<file path="src/cwe_pkg.sv">
package cwe_pkg;
    // register indices within one socket block
    localparam logic [5:0]  IDX_WINDOW_ENABLE = 6'h06;
    localparam logic [5:0]  IDX_IO_CONTROL    = 6'h07;
    localparam logic [5:0]  IDX_IO0_START_LOW = 6'h08;
    localparam logic [5:0]  IDX_IO1_START_LOW = 6'h0c;
    localparam logic [1:0]  OFS_START_LOW     = 2'h0;
    localparam logic [1:0]  OFS_START_HIGH    = 2'h1;
    localparam logic [1:0]  OFS_END_LOW       = 2'h2;
    localparam logic [1:0]  OFS_END_HIGH      = 2'h3;
    // socket B sits 40h higher, alias block at 800h
    localparam int          BIT_SOCKET        = 6;
    localparam int          BIT_ALIAS         = 11;
    localparam logic [3:0]  ALIAS_HIGH_NIBBLE = 4'h8;
    localparam logic [7:0]  RESET_VALUE       = 8'h00;
    // window enable fields
    localparam int          POS_IO1_ON        = 7;
    localparam int          POS_IO0_ON        = 6;
    localparam int          POS_RESERVED      = 5;
    localparam logic [7:0]  ENABLE_WRITE_MASK = 8'hdf;
    // io control fields, window n at 4*n
    localparam int          POS_EXTEND_16BIT  = 3;
    localparam int          POS_SHORTEN_8BIT  = 2;
    localparam int          POS_AUTO_SIZING   = 1;
    localparam int          POS_WIDTH_SELECT  = 0;
    localparam int          IO_CTRL_STRIDE    = 4;
    // cycle timing in isa clocks, converted to MCLK cycles
    localparam int          MCLK_PERIOD_NS    = 25;
    localparam int          ISA_CYCLE_NS      = 125;
    localparam int          ISA_CLKS          =
        (ISA_CYCLE_NS + MCLK_PERIOD_NS - 1) / MCLK_PERIOD_NS;
    localparam int          ISA_LEN_8_STD     = 6;
    localparam int          ISA_LEN_8_ZERO    = 3;
    localparam int          ISA_LEN_16_STD    = 3;
    localparam int          ISA_LEN_16_WAIT   = 4;
    localparam int          ISA_LEN_MEM       = 3;
    localparam logic [5:0]  CLK_LEN_8_STD     = 6'(ISA_LEN_8_STD * ISA_CLKS);
    localparam logic [5:0]  CLK_LEN_8_ZERO    = 6'(ISA_LEN_8_ZERO * ISA_CLKS);
    localparam logic [5:0]  CLK_LEN_16_STD    = 6'(ISA_LEN_16_STD * ISA_CLKS);
    localparam logic [5:0]  CLK_LEN_16_WAIT   = 6'(ISA_LEN_16_WAIT * ISA_CLKS);
    localparam logic [5:0]  CLK_LEN_MEM       = 6'(ISA_LEN_MEM * ISA_CLKS);

    typedef enum logic {
        CWE_IDLE = 1'b0,
        CWE_RUN  = 1'b1
    } cwe_state_t;
endpackage : cwe_pkg

</file>
<file path="src/cwe_bank_if.sv">
`timescale 1ns/10ps
interface cwe_bank_if;
    logic        wr;
    logic [5:0]  idx;
    logic [7:0]  wdata;
    logic [7:0]  rdata;
    logic [7:0]  win_enable;
    logic [7:0]  io_control;
    logic [15:0] io_start [2];
    logic [15:0] io_end   [2];

    modport bank (
        input  wr,
        input  idx,
        input  wdata,
        output rdata,
        output win_enable,
        output io_control,
        output io_start,
        output io_end
    );
    modport core (
        output wr,
        output idx,
        output wdata,
        input  rdata,
        input  win_enable,
        input  io_control,
        input  io_start,
        input  io_end
    );
endinterface : cwe_bank_if

</file>
<file path="src/cwe_socket_bank.sv">
`timescale 1ns/10ps
module cwe_socket_bank (
    input  wire logic  clk,
    input  wire logic  rst,
    cwe_bank_if.bank   bus
);
    logic [7:0]  win_enable;
    logic [7:0]  io_control;
    logic [7:0]  rd_addr [2];
    logic [7:0]  addr_byte [2][4];
    logic        hit_enable;
    logic        hit_control;

    assign hit_enable  = bus.wr && bus.idx == cwe_pkg::IDX_WINDOW_ENABLE;
    assign hit_control = bus.wr && bus.idx == cwe_pkg::IDX_IO_CONTROL;

    always_ff @(posedge clk or posedge rst) begin
        if (rst) begin
            win_enable <= cwe_pkg::RESET_VALUE;
            io_control <= cwe_pkg::RESET_VALUE;
        end else begin
            if (hit_enable)
                // reserved bit never stores
                win_enable <= bus.wdata & cwe_pkg::ENABLE_WRITE_MASK;
            if (hit_control)
                io_control <= bus.wdata;
        end
    end

    genvar w, k;
    generate
        for (w = 0; w < 2; w++) begin : g_win
            localparam logic [5:0] BASE = (w == 0) ?
                cwe_pkg::IDX_IO0_START_LOW : cwe_pkg::IDX_IO1_START_LOW;
            for (k = 0; k < 4; k++) begin : g_byte
                logic hit;
                assign hit = bus.wr && bus.idx == BASE + 6'(k);
                always_ff @(posedge clk or posedge rst) begin
                    if (rst)
                        addr_byte[w][k] <= cwe_pkg::RESET_VALUE;
                    else if (hit)
                        addr_byte[w][k] <= bus.wdata;
                end
            end
            assign bus.io_start[w] =
                {addr_byte[w][cwe_pkg::OFS_START_HIGH],
                 addr_byte[w][cwe_pkg::OFS_START_LOW]};
            assign bus.io_end[w]   = {addr_byte[w][cwe_pkg::OFS_END_HIGH],
                                      addr_byte[w][cwe_pkg::OFS_END_LOW]};
            assign rd_addr[w] = (bus.idx[5:2] == BASE[5:2]) ?
                                addr_byte[w][bus.idx[1:0]] : 8'h00;
        end
    endgenerate

    assign bus.win_enable = win_enable;
    assign bus.io_control = io_control;
    assign bus.rdata =
        (bus.idx == cwe_pkg::IDX_WINDOW_ENABLE) ? win_enable :
        (bus.idx == cwe_pkg::IDX_IO_CONTROL)    ? io_control :
        (rd_addr[0] | rd_addr[1]);
endmodule : cwe_socket_bank

</file>
<file path="src/cwe_window_ctrl.sv">
`timescale 1ns/10ps
// Contract
// - no cycle is claimed through a window whose enable bit is clear.
// - after reset every window is off; enable register reads 00h.
// - enable bit 7 turns on io window 1, bit 6 io window 0.
// - enable bits 4..0 turn on memory windows 4..0.
// - enable bit 5 reads zero; writes to it are dropped.
// - wait bit lengthens 16-bit io cycles by one isa wait state.
// - zero-wait bit shortens 8-bit io cycles to three isa cycles.
// - auto sizing takes width from the card wide-io indicator.
// - width select gives 8 bits at 0, 16 at 1, unless auto.
// - start low byte holds address bits 7..0, resets to zero.
// - socket B is 40h above A; all also reachable at 800h plus index.
// - start high byte holds address bits 15..8.
module cwe_window_ctrl (
    input  wire logic        MCLK,
    input  wire logic        RESET,
    input  wire logic [11:0] REG_ADDR,
    input  wire logic        REG_WR,
    input  wire logic        REG_RD,
    input  wire logic [7:0]  REG_WDATA,
    output logic      [7:0]  REG_RDATA,
    input  wire logic        HOST_IO_REQ,
    input  wire logic        HOST_MEM_REQ,
    input  wire logic        HOST_SOCKET,
    input  wire logic [15:0] HOST_ADDR,
    input  wire logic [4:0]  MEM_RANGE_HIT,
    input  wire logic [1:0]  CARD_WIDE_IO_INDICATOR,
    output logic             CYCLE_CLAIM,
    output logic             CYCLE_IO,
    output logic             CYCLE_WINDOW,
    output logic             CYCLE_WIDE,
    output logic             CYCLE_BUSY,
    output logic             CYCLE_DONE
);
    // address decode: alias block keeps the same low index
    logic        addr_ok;
    logic        sel_socket;
    logic [5:0]  sel_idx;
    assign addr_ok    = !REG_ADDR[cwe_pkg::BIT_ALIAS] ?
                        (REG_ADDR[10:7] == 4'h0) :
                        (REG_ADDR[11:8] == cwe_pkg::ALIAS_HIGH_NIBBLE &&
                         !REG_ADDR[7]);
    assign sel_socket = REG_ADDR[cwe_pkg::BIT_SOCKET];
    assign sel_idx    = REG_ADDR[5:0];

    logic [7:0]  sock_rdata   [2];
    logic [7:0]  sock_enable  [2];
    logic [7:0]  sock_control [2];
    logic [15:0] sock_start   [2][2];
    logic [15:0] sock_end     [2][2];

    genvar s;
    generate
        for (s = 0; s < 2; s++) begin : g_sock
            cwe_bank_if bus ();
            assign bus.wr    = REG_WR && addr_ok && sel_socket == 1'(s);
            assign bus.idx   = sel_idx;
            assign bus.wdata = REG_WDATA;
            cwe_socket_bank u_bank (
                .clk (MCLK),
                .rst (RESET),
                .bus (bus)
            );
            assign sock_rdata[s]    = bus.rdata;
            assign sock_enable[s]   = bus.win_enable;
            assign sock_control[s]  = bus.io_control;
            assign sock_start[s][0] = bus.io_start[0];
            assign sock_start[s][1] = bus.io_start[1];
            assign sock_end[s][0]   = bus.io_end[0];
            assign sock_end[s][1]   = bus.io_end[1];
        end
    endgenerate

    logic [7:0] read_value;
    assign read_value = addr_ok ? sock_rdata[sel_socket] : 8'h00;

    // read data held until the next read
    always_ff @(posedge MCLK or posedge RESET) begin
        if (RESET)
            REG_RDATA <= 8'h00;
        else if (REG_RD)
            REG_RDATA <= read_value;
    end

    // host cycle decode for the addressed socket
    logic [7:0] en;
    logic [7:0] ctl;
    logic [1:0] io_on;
    logic [1:0] in_range;
    logic [1:0] io_hit;
    logic       mem_hit;
    logic       win;
    logic       auto_sz;
    logic       wide;
    logic       extend;
    logic       shorten;
    logic [5:0] cycle_len;

    assign en  = sock_enable[HOST_SOCKET];
    assign ctl = sock_control[HOST_SOCKET];
    assign io_on = {en[cwe_pkg::POS_IO1_ON],
                    en[cwe_pkg::POS_IO0_ON]};

    genvar w;
    generate
        for (w = 0; w < 2; w++) begin : g_range
            assign in_range[w] =
                HOST_ADDR >= sock_start[HOST_SOCKET][w] &&
                HOST_ADDR <= sock_end[HOST_SOCKET][w];
            assign io_hit[w]   = io_on[w] && in_range[w];
        end
    endgenerate

    // memory ranges matched upstream, gated here by their enables
    assign mem_hit = |(en[4:0] & MEM_RANGE_HIT);

    // window 0 wins when both ranges overlap
    assign win     = !io_hit[0];
    assign auto_sz = ctl[cwe_pkg::IO_CTRL_STRIDE * win +
                         cwe_pkg::POS_AUTO_SIZING];
    assign wide    = auto_sz ? CARD_WIDE_IO_INDICATOR[HOST_SOCKET]
                   : ctl[cwe_pkg::IO_CTRL_STRIDE * win +
                         cwe_pkg::POS_WIDTH_SELECT];
    assign extend  = ctl[cwe_pkg::IO_CTRL_STRIDE * win +
                         cwe_pkg::POS_EXTEND_16BIT];
    assign shorten = ctl[cwe_pkg::IO_CTRL_STRIDE * win +
                         cwe_pkg::POS_SHORTEN_8BIT];
    assign cycle_len =
        wide ? (extend  ? cwe_pkg::CLK_LEN_16_WAIT
                        : cwe_pkg::CLK_LEN_16_STD)
             : (shorten ? cwe_pkg::CLK_LEN_8_ZERO
                        : cwe_pkg::CLK_LEN_8_STD);

    logic claim_io;
    logic claim_mem;
    assign claim_io  = HOST_IO_REQ && |io_hit;
    assign claim_mem = HOST_MEM_REQ && !HOST_IO_REQ && mem_hit;

    cwe_pkg::cwe_state_t state;
    cwe_pkg::cwe_state_t next_state;
    logic [5:0] count;
    logic [5:0] next_count;
    logic       start;
    logic       last;

    // requests during a running cycle are ignored, not queued
    assign start = state == cwe_pkg::CWE_IDLE && (claim_io || claim_mem);
    assign last  = state == cwe_pkg::CWE_RUN && count == 6'h01;

    always_comb begin
        next_state = state;
        next_count = count;
        unique case (state)
            cwe_pkg::CWE_IDLE: begin
                if (start) begin
                    next_state = cwe_pkg::CWE_RUN;
                    next_count = claim_io ? cycle_len : cwe_pkg::CLK_LEN_MEM;
                end
            end
            cwe_pkg::CWE_RUN: begin
                next_count = count - 6'h01;
                if (last)
                    next_state = cwe_pkg::CWE_IDLE;
            end
        endcase
    end

    always_ff @(posedge MCLK or posedge RESET) begin
        if (RESET) begin
            state <= cwe_pkg::CWE_IDLE;
            count <= 6'h00;
        end else begin
            state <= next_state;
            count <= next_count;
        end
    end

    // attributes latched at the start so register writes mid-cycle are safe
    always_ff @(posedge MCLK or posedge RESET) begin
        if (RESET) begin
            CYCLE_CLAIM  <= 1'b0;
            CYCLE_IO     <= 1'b0;
            CYCLE_WINDOW <= 1'b0;
            CYCLE_WIDE   <= 1'b0;
            CYCLE_DONE   <= 1'b0;
        end else begin
            CYCLE_CLAIM <= start;
            CYCLE_DONE  <= last;
            if (start) begin
                CYCLE_IO     <= claim_io;
                CYCLE_WINDOW <= claim_io & win;
                CYCLE_WIDE   <= claim_io & wide;
            end
        end
    end

    assign CYCLE_BUSY = state == cwe_pkg::CWE_RUN;
endmodule : cwe_window_ctrl

</file>
<file path="config.mk">
export PLATFORM = sky130hd
export DESIGN_NAME = cwe_window_ctrl
export DESIGN_NICKNAME = d
export VERILOG_FILES = /design/src/cwe_pkg.sv /design/src/cwe_bank_if.sv /design/src/cwe_socket_bank.sv /design/src/cwe_window_ctrl.sv
export SDC_FILE = /design/constraint.sdc
export NUM_CORES = 1
export LEC_CHECK = 0
export ABC_CLOCK_PERIOD_IN_PS = 10000
export BUFFER_PORTS_ARGS = -buffer_cell sky130_fd_sc_hd__buf_2
export CAP_MARGIN = 20
export CORE_UTILIZATION = 40
export DETAILED_ROUTE_END_ITERATION = 7
export GPL_TIMING_DRIVEN = 0
export MAX_ROUTING_LAYER = met4
export PLACE_DENSITY_LB_ADDON = 0.12
export SYNTH_ARGS = -nofsm -noshare
export SYNTH_HDL_FRONTEND = slang
export SYNTH_SLANG_ARGS = --single-unit
</file>
<file path="constraint.sdc">
create_clock -name MCLK -period 10 [get_ports MCLK]
set_input_delay 1 -clock MCLK [delete_from_list [all_inputs] [get_ports MCLK]]
set_output_delay 1 -clock MCLK [all_outputs]
set_load 0.02 [all_outputs]
</file>
==> results of run 1 <==
## through the flow
step	instances	power, W	hold slack [ns]	setup slack (ns)	area, µm²
6_report	1241	0.00164	0.481	4.90	11700
5_1_grt	1241	0.00170	0.507	4.65	11700
4_1_cts	1241	0.00165	0.485	4.90	11700
3_5_place_dp	1210	0.000961	0.462	4.43	11100
3_3_place_gp	1208	0.000958	0.471	1.72	11100
2_1_floorplan	825	0.000892	0.436	4.17	10400
## layout make-up
cell class	instances	area (µm²)	area share (%)
Clock buffer	18	439	3.76
Timing Repair Buffer	55	304	2.60
Multi-Input combinational cell	576	5640	48.3
Inverter	25	101	0.867
Sequential cell	178	4450	38.1
Clock inverter	13	148	1.26
Buffer	46	184	1.57
Tap cell	330	413	3.53
## sequential cells by signal, summed over array words and instances (netlist names)
signal / count
g_sock.u_bank.bus.io_end: 64
g_sock.u_bank.bus.io_start: 64
g_sock.u_bank.bus.io_control: 16
g_sock.u_bank.bus.win_enable: 14
REG_RDATA: 8
count: 6
CYCLE_BUSY: 1
CYCLE_CLAIM: 1
CYCLE_DONE: 1
CYCLE_IO: 1
CYCLE_WIDE: 1
CYCLE_WINDOW: 1
## cells in the mapped netlist (5+ instances only)
cell type	count	area share, %
buf_2	8	0.39
nor3_1	5	0.24
a221oi_1	7	0.59
mux2_1	14	1.5
clkbuf_1	35	1.3
mux2_2	148	16
nand4_1	9	0.54
inv_1	25	0.90
a22oi_1	11	0.80
ha_1	66	8.0
nor2b_1	7	0.42
mux2i_1	80	7.7
o21ai_0	14	0.68
o22ai_1	16	0.96
dfrtp_1	178	43
mux4_2	33	7.2
a21oi_1	33	1.6
nor2_1	30	1.1
nand2_1	27	0.98
## where the power goes
| group | internal [W] | total, W | switching [W] |
|---|---|---|---|
| clock network | 0.000378 | 0.000694 | 0.000315 |
| registers | 0.000739 | 0.000756 | 0.0000167 |
| logic | 0.0000731 | 0.000190 | 0.000117 |
## kinds of logic (layout without fill, tap and decap cells)
kind of cell    Yosys count  count (layout)
simple gates            114             114
compound gates          118             118
xor+xnor                  2               2
flops                   178             178
mux                     276             276
fa+ha+maj                66              66
buf+inv                  71             157
## how the worst min path moves through the flow
stage,cells after the start,endpoint,slack [ns],startpoint
floorplan,1,CYCLE_DONE,0.44,count[5]
global placement,1,CYCLE_DONE,0.47,count[5]
global route,1,CYCLE_DONE,0.51,count[5]
finish,1,CYCLE_DONE,0.48,count[5]
detailed placement,1,CYCLE_DONE,0.46,count[5]
CTS,1,CYCLE_DONE,0.48,count[5]
## worst max-delay path: cells and delay by family
family,cells,cell delay [ns]
fa+ha+maj,1,0.36
compound gates,4,0.80
mux,1,0.24
simple gates,4,1.25
buf+inv,4,1.76
## per-layer routing
layer | vias to the layer above | part of all wire [%]
li1 | 3271 | -
met1 | 3685 | 45
met2 | 157 | 49
met3 | 23 | 4.2
met4 | 0 | 1.2
met5 | - | 0
==> flow_metrics.py, run 1 <==
metrics = {
    "setup_path": {
        "startpoint": "HOST_SOCKET",
        "critPathLaunchType": "primary input",
        "critPathCaptureType": "register",
        "worstSetupPathType": "primary input to register",
        "worstPathMaxFanout": 10,
        "crit_required_ns": 10.33,
        "reg2reg_depth": 10,
        "crit_end": "count[1]",
        "rrSetupSlack_ns": 6.97,
        "cp_cell_sequence": "buf_2, clkbuf_2, clkbuf_1, clkbuf_1, mux2i_1, ha_1, nand4_1, nor4_1, and3_1, a31oi_1, a21oi_2, a21oi_2, or3b_1, a221o_1",
        "critical-path-slowest-cell": "clkbuf_1",
        "reg2reg_from": "g_sock[1].u_bank.bus.io_end[21]",
        "cp.arrival_ns": 5.43,
        "r2r-end": "count[1]",
        "max_stage_delay_ns": 0.86,
    },
    "routing": {
        "ant_nets": 0,
        "drt_pass1_iterations": 6,
        "vias": 7136,
        "wl_per_cell_um": 24.8,
        "drt_iter0_markers": 533,
        "drc": 0,
        "via_per_inst": 5.75,
        "wl_um": 30800,
    },
    "yosys": {
        "synth-edff-count": 0,
        "synth_area_um2": 10400,
        "synth_simple_gate_area_share_pct": 5.87,
        "yosysUniqueCellTypes": 58,
        "synth-compound-area-share_pct": 7.66,
        "synthAdderAreaFrac_pct": 7.96,
        "synth_cells": 825,
        "synth_top_family_by_area": "multiplexers",
        "synth-xor-area-share_pct": 0.169,
        "yosysSeqAreaShare_pct": 42.9,
        "async_reset_ff_share_pct": 100,
        "syn_nets": 941,
        "synth-seq-cells": 178,
        "yosys_warnings": 0,
        "ys.flop_type": "dfrtp_1",
        "muxShareOfSynthArea_pct": 32.7,
        "syn_avg_cell_area_um2": 12.6,
    },
    "grt": {
        "use_met3_pct": 4.24,
        "busiest_layer": "met2",
        "grtUsageTotal_pct": 25.2,
        "grt_max_degree": 113,
        "grt_use_met1_pct": 33.2,
        "grt_pass1_wl_um": 46700,
        "antenna_found_initial": 0,
        "use_met2_pct": 40.4,
        "grt_pass1_vias": 7414,
        "grt-ovfl-total": 0,
    },
    "layout": {
        "mostFrequentLayoutCell": "dfrtp_1",
        "post-route-util_pct": 46.1,
        "antenna_cells": 0,
        "final_nets": 1015,
        "mostFrequentLayoutCells": "dfrtp_1, mux2_2, mux2i_1",
        "fillers": 2325,
        "drive_gt1_share_pct": 31.9,
        "synthToLayoutAreaGrowth_pct": 12.6,
    },
    "clock_network": {
        "post_cts_resized": 0,
        "clock-root-buffer": "clkbuf_16",
        "cts_buffer_depth": 2,
        "numCtsBuffers": 17,
        "cts_tree": "yes",
        "cts_sinks": 178,
        "clock_latency_ns": 0.44,
        "htreeDepth": 4,
        "postCtsSetupRepairBufs": 0,
        "path_clk_slew_ns": 0.08,
        "holdBufCountCts": 0,
    },
    "die": {
        "start_util_pct": 41.0,
        "dieArea_um2": 26600,
        "ioPinCount": 64,
        "fp.coreArea_um2": 25300,
        "die_y_um": 163,
        "rows": 58,
        "die_width_um": 163,
    },
    "placed_design": {
        "gp_congestion": 0.845,
        "io_buffers": 53,
        "detailed_place_hpwl_um": 23300,
    },
    "sta": {
        "worst_pin_slew_ns": 1.11,
        "timing.setup.tns_ns": 0,
        "finalHoldViolations": 0,
        "slew_headroom_pct": 25.6,
        "rsz0062_at_grt": "no",
        "slew_violations": 0,
        "fin_crit_ns": 5.10,
        "fin_crit_sh_pct": 51.0,
        "fmax_mhz": 196,
        "worst_clock_skew_ns": 0.0112,
        "finalSetupViolations": 0,
    },
    "status": {
        "status": "complete, no violations",
    },
    "power_and_ir_drop": {
        "peakVddDrop_v": 0.0000933,
        "cellPowerDensity_nw_per_um2": 140,
        "leakage_nw": 5.50,
    },
    "min_path": {
        "holdCritPathClass": "register to register",
    },
    "run": {
        "maxCapViolations": 0,
    },
}
(Power assumes the default switching activity.)
==> run 2, diff against run 1 <==
--- a/config.mk
+++ b/config.mk
@@ -5,7 +5,7 @@
 export SDC_FILE = /design/constraint.sdc
 export NUM_CORES = 1
 export LEC_CHECK = 0
-export ABC_CLOCK_PERIOD_IN_PS = 10000
+export ABC_CLOCK_PERIOD_IN_PS = 4110
 export BUFFER_PORTS_ARGS = -buffer_cell sky130_fd_sc_hd__buf_2
 export CAP_MARGIN = 20
 export CORE_UTILIZATION = 40
==> constraint.sdc (replaced) <==
create_clock -name MCLK -period 4.11 [get_ports MCLK]
set_input_delay 0.411 -clock MCLK [delete_from_list [all_inputs] [get_ports MCLK]]
set_output_delay 0.411 -clock MCLK [all_outputs]
set_load 0.02 [all_outputs]
==> run 2 against run 1 <==
Combinational power rose by 150%. Sequential cell count did not move. Die area unchanged. First-iteration DRC count down 4.3%. Setup slack got worse by 4.7 ns. Non-clock buffer count is 5 higher. Global-route usage increased by 0.17 points. Sequential power grew 140%. Core utilization rose by 0.50 points. Via count grew 0.88%. Largest cell class unchanged.
==> flow_metrics.py, run 2 (synthesized netlist as in run 1, its figures left out) <==
metrics = {
    "setup_path": {
        "critPathLaunchType": "primary input",
        "worstPathMaxFanout": 10,
        "crit_required_ns": 4.44,
        "timing.critical_path.buf_inv": 4,
        "critPathCaptureType": "register",
        "path_delay_family": "buffers and inverters",
        "max_stage_delay_ns": 0.45,
        "critical-path-slowest-cell": "buf_2",
        "cp_cell_sequence": "buf_2, clkbuf_2, clkbuf_2, buf_2, mux2i_1, ha_1, nand4_2, a211oi_1, o21ai_1, a31oi_1, nand2b_2, mux4_1, or3b_1, a221o_1",
        "worstSetupPathType": "primary input to register",
        "cp.arrival_ns": 4.23,
    },
    "grt": {
        "grtUsageTotal_pct": 25.3,
        "grt_pass1_wl_um": 47000,
        "grt_pass1_vias": 7402,
        "antenna_found_initial": 0,
        "grt-ovfl-total": 0,
        "grt_max_degree": 39,
    },
    "die": {
        "rows": 58,
        "die_width_um": 163,
        "die_y_um": 163,
        "fp.coreArea_um2": 25300,
        "start_util_pct": 41.0,
        "ioPinCount": 64,
        "dieArea_um2": 26600,
    },
    "clock_network": {
        "cts_buffer_depth": 2,
        "clock-root-buffer": "clkbuf_16",
        "numCtsBuffers": 17,
        "cts_sinks": 178,
        "postCtsSetupRepairBufs": 0,
        "cts_tree": "yes",
        "path_clk_slew_ns": 0.07,
        "htreeDepth": 4,
        "clock_latency_ns": 0.45,
    },
    "placed_design": {
        "post-place-ws_ns": -0.935,
        "gp_congestion": 0.858,
        "dpl.cell_count": 1214,
        "detailed_place_hpwl_um": 23500,
        "dpl_cell_area_um2": 11200,
        "io_buffers": 53,
    },
    "routing": {
        "ant_nets": 0,
        "drt_iter0_markers": 510,
        "drt_pass1_iterations": 5,
        "wl_um": 30700,
        "drc": 0,
        "via_per_inst": 5.77,
        "vias": 7199,
        "wl_per_cell_um": 24.7,
        "top_layer": "met4",
        "wl_met2_um": 14700,
        "dr_wl_met3_um": 1340,
        "wl_met1_um": 14100,
    },
    "layout": {
        "layout.cells.non_filler": 1247,
        "mostFrequentLayoutCell": "dfrtp_1",
        "final_nets": 1020,
        "drive_gt1_share_pct": 32.9,
        "fillers": 2349,
        "stdcell_area_um2": 11800,
        "synthToLayoutAreaGrowth_pct": 13.9,
        "mostFrequentLayoutCells": "dfrtp_1, mux2_2, mux2i_1",
        "antenna_cells": 0,
    },
    "power_and_ir_drop": {
        "cellPowerDensity_nw_per_um2": 345,
        "leakage_nw": 5.57,
        "peakVddDrop_v": 0.000236,
    },
    "status": {
        "status": "complete, no violations",
    },
    "sta": {
        "fin_crit_ns": 3.89,
        "slew_headroom_pct": 26.0,
        "rsz0062_at_grt": "no",
        "worst_pin_slew_ns": 1.11,
        "fmax_mhz": 257,
        "hold_slack_ns": 0.314,
        "finalHoldViolations": 0,
        "setup_ws_ns": 0.216,
        "finalSetupViolations": 0,
        "fin_crit_sh_pct": 94.8,
        "worst_clock_skew_ns": 0.0120,
        "slew_violations": 0,
    },
    "run": {
        "maxCapViolations": 0,
    },
    "min_path": {
        "holdCritPathClass": "primary input to register",
    },
}
run 2: changes by cell type in the layout (fill, tap and decap cells not counted):
cell and change:
clkbuf_2 +4, inv_6 -3, dlygate4sd3_1 +1, buf_2 +3
clkinv_2 -2, clkbuf_8 +1, clkinv_4 +1, bufinv_16 +1
clkinvlp_4 +2, buf_16 -1, buf_12 +5, clkbuf_1 -6
run 2: timing repair:
action | CTS | global route
hold buffers | 1 | 0
cloned | 0 | 0
resized for setup | 7 | 3
pin swaps | 0 | 0
endpoints found under the setup margin | 11 | 1
endpoints found under the hold margin | 7 | 0
run 2: worst paths after layout:
path	slack [ns]	cells after the start	to	start
setup / recovery	0.22	14	count[1]	HOST_SOCKET
hold / removal	0.31	4	REG_RDATA[5]	REG_ADDR[10]
setup reg to reg	1.05	10	count[1]	g_sock[1].u_bank.bus.io_end[16]
hold reg to reg	0.49	1	CYCLE_DONE	count[5]
max in group asynchronous	2.71	6	g_sock[0].u_bank.bus.io_start[31]	RESET
min in group asynchronous	0.43	3	count[2]	RESET
run 2: power breakdown:
group	total (W)	leakage, nW	internal, W	switching, W
combinational	0.000473	2.83	0.000185	0.000287
sequential	0.00184	2.44	0.00180	0.0000401
clock	0.00177	0.300	0.00100	0.000764
run 2: per-stage QoR:
| step | total power (W) | utilization [%] | setup TNS (ns) |
|---|---|---|---|
| 2_1_floorplan | 0.00217 | - | 0 |
| 3_5_place_dp | 0.00235 | 44.1 | -8.50 |
| 6_report | 0.00408 | 46.6 | 0 |
| 3_3_place_gp | 0.00233 | 43.7 | -7.88 |
| 4_1_cts | 0.00412 | 46.6 | 0 |
| 5_1_grt | 0.00425 | 46.6 | 0 |
run 2: worst reg2reg max path, delay by kind of cell, from the launching register on:
family	cells	cell delay (ns)
simple gates	3	0.79
mux	2	0.63
compound gates	4	0.94
flops	1	0.41
fa+ha+maj	1	0.17
run 2: cell type report:
cell class / count / area, µm² / area share [%]
multi-input combinational: 576 / 5640 / 47.8
tap: 330 / 413 / 3.50
timing repair buffer: 60 / 387 / 3.27
buffer: 46 / 193 / 1.63
sequential: 178 / 4450 / 37.7
clock buffer: 20 / 457 / 3.87
clock inverter: 12 / 169 / 1.43
inverter: 25 / 97.6 / 0.826
run 2: layer usage:
metal	GRT usage, %	vias up
met5	-	-
met4	7.14	0
met3	3.71	40
met2	39.7	168
met1	34.1	3710
li1	-	3281
==> run 3, diff against run 2 <==
--- a/config.mk
+++ b/config.mk
@@ -12,7 +12,7 @@
 export DETAILED_ROUTE_END_ITERATION = 7
 export GPL_TIMING_DRIVEN = 0
 export MAX_ROUTING_LAYER = met4
-export PLACE_DENSITY_LB_ADDON = 0.12
+export PLACE_DENSITY_LB_ADDON = 0.2
 export SYNTH_ARGS = -nofsm -noshare
 export SYNTH_HDL_FRONTEND = slang
 export SYNTH_SLANG_ARGS = --single-unit
==> run 3 against run 2 <==
Clock skew increased by 0.0047 ns. Power decreased by 3.6%. Clock-buffer cell count decreased by 2. Critical endpoint unchanged. Highest routed layer unchanged. Via count increased by 0.69%.
==> flow_metrics.py, run 3 (synthesized netlist as in run 1, its figures left out) <==
metrics = {
    "status": {
        "status": "complete, no violations",
    },
    "grt": {
        "grt_pass1_vias": 7339,
        "grtUsageTotal_pct": 25.5,
        "grt_pass1_wl_um": 47200,
        "grt-ovfl-total": 0,
        "antenna_found_initial": 0,
        "grt_max_degree": 42,
    },
    "setup_path": {
        "critPathCaptureType": "register",
        "cp.arrival_ns": 4.18,
        "crit_required_ns": 4.44,
        "worstSetupPathType": "primary input to register",
        "reg2reg_depth": 10,
        "r2r-end": "count[1]",
        "reg2reg_from": "g_sock[1].u_bank.bus.io_end[11]",
        "rrSetupSlack_ns": 1.07,
        "critPathLaunchType": "primary input",
        "worstPathMaxFanout": 10,
    },
    "sta": {
        "worst_pin_slew_ns": 1.13,
        "finalSetupViolations": 0,
        "worst_clock_skew_ns": 0.0167,
        "setup_ws_ns": 0.265,
        "fmax_mhz": 260,
        "slew_headroom_pct": 24.5,
        "rsz0062_at_grt": "no",
        "hold_slack_ns": 0.0562,
        "fin_crit_ns": 3.84,
        "fin_crit_sh_pct": 93.5,
        "finalHoldViolations": 0,
        "slew_violations": 0,
    },
    "clock_network": {
        "clock-root-buffer": "clkbuf_16",
        "cts_sinks": 178,
        "cts_tree": "yes",
        "postCtsSetupRepairBufs": 0,
        "htreeDepth": 4,
        "numCtsBuffers": 17,
        "clock_latency_ns": 0.44,
        "path_clk_slew_ns": 0.08,
        "cts_buffer_depth": 2,
    },
    "routing": {
        "vias": 7249,
        "drt_pass1_iterations": 5,
        "wl_um": 31200,
        "wl_per_cell_um": 25.0,
        "via_per_inst": 5.81,
        "drc": 0,
        "drt_iter0_markers": 579,
        "ant_nets": 0,
    },
    "layout": {
        "antenna_cells": 0,
        "drive_gt1_share_pct": 33.0,
        "final_nets": 1020,
        "synthToLayoutAreaGrowth_pct": 13.3,
        "mostFrequentLayoutCells": "dfrtp_1, mux2_2, mux2i_1",
        "mostFrequentLayoutCell": "dfrtp_1",
        "fillers": 2307,
    },
    "placed_design": {
        "post-place-ws_ns": -0.753,
        "detailed_place_hpwl_um": 23600,
        "gp_congestion": 0.925,
        "io_buffers": 53,
    },
    "min_path": {
        "holdCritPathClass": "primary input to async pin",
    },
    "power_and_ir_drop": {
        "cellPowerDensity_nw_per_um2": 335,
        "peakVddDrop_v": 0.000222,
        "leakage_nw": 5.54,
    },
    "run": {
        "maxCapViolations": 0,
    },
    "die": {
        "dieArea_um2": 26600,
        "rows": 58,
        "fp.coreArea_um2": 25300,
        "die_width_um": 163,
        "die_y_um": 163,
        "start_util_pct": 41.0,
        "ioPinCount": 64,
    },
}
==> run 3: metrics by stage <==
stage                     instance area (µm²)  utilization [%]  power [W]  setup TNS, ns  std cells
final                                   11800             46.4    0.00393              0       1247
after global routing                    11800             46.4    0.00409              0       1247
after floorplan                         10400                -    0.00217              0        825
after CTS                               11700             46.4    0.00396              0       1246
after detailed placement                11200             44.1    0.00234          -6.62       1214
after global placement                  11100             43.7    0.00233          -6.46       1208
==> run 3: critical path, stage by stage <==
cell	delay (ns)
buf_2	0.10
clkbuf_2	0.28
clkbuf_2	0.31
clkbuf_2	0.46
mux2i_1	0.25
ha_1	0.26
a21oi_1	0.32
o21ai_0	0.12
nor4b_1	0.31
a31oi_1	0.18
a21oi_2	0.37
a21oi_2	0.07
or3b_1	0.42
a221o_1	0.31
==> run 3: where the power goes <==
group | internal, W | total [W] | switching [W]
registers | 0.00180 | 0.00184 | 0.0000398
logic | 0.000183 | 0.000471 | 0.000288
clock network | 0.000855 | 0.00162 | 0.000769
total | 0.00284 | 0.00393 | 0.00110
==> run 3: area by class of cell <==
type	instances	area [µm²]	share of cell area, %
Multi-Input combinational cell	576	5640	48.0
Tap cell	330	413	3.51
Inverter	25	97.6	0.830
Sequential cell	178	4450	37.9
Buffer	46	193	1.64
Timing Repair Buffer	60	379	3.22
Clock inverter	14	149	1.27
Clock buffer	18	429	3.65
==> run 3: metal layers <==
metal | vias to the layer above | GRT usage, % | routed length (µm)
met5 | - | - | 0
met4 | 0 | 8.58 | 773
li1 | 3290 | - | -
met1 | 3730 | 33.9 | 14300
met3 | 43 | 3.73 | 1170
met2 | 186 | 39.7 | 14900
==> run 3: timing repair <==
action	in CTS	in global routing
endpoints found under the setup margin	10	6
hold buffers	0	0
pin swaps	0	0
resized for setup	6	2
==> run 3: worst max path at each step <==
stage,start,slack [ns],cells past startpoint,to
after global placement,HOST_SOCKET,-0.72,14,count[1]
after floorplan,HOST_SOCKET,0.47,13,count[1]
final,HOST_SOCKET,0.27,14,count[1]
after global routing,HOST_SOCKET,0.09,14,count[5]
after CTS,HOST_SOCKET,0.12,14,count[1]
after detailed placement,HOST_SOCKET,-0.75,14,count[1]
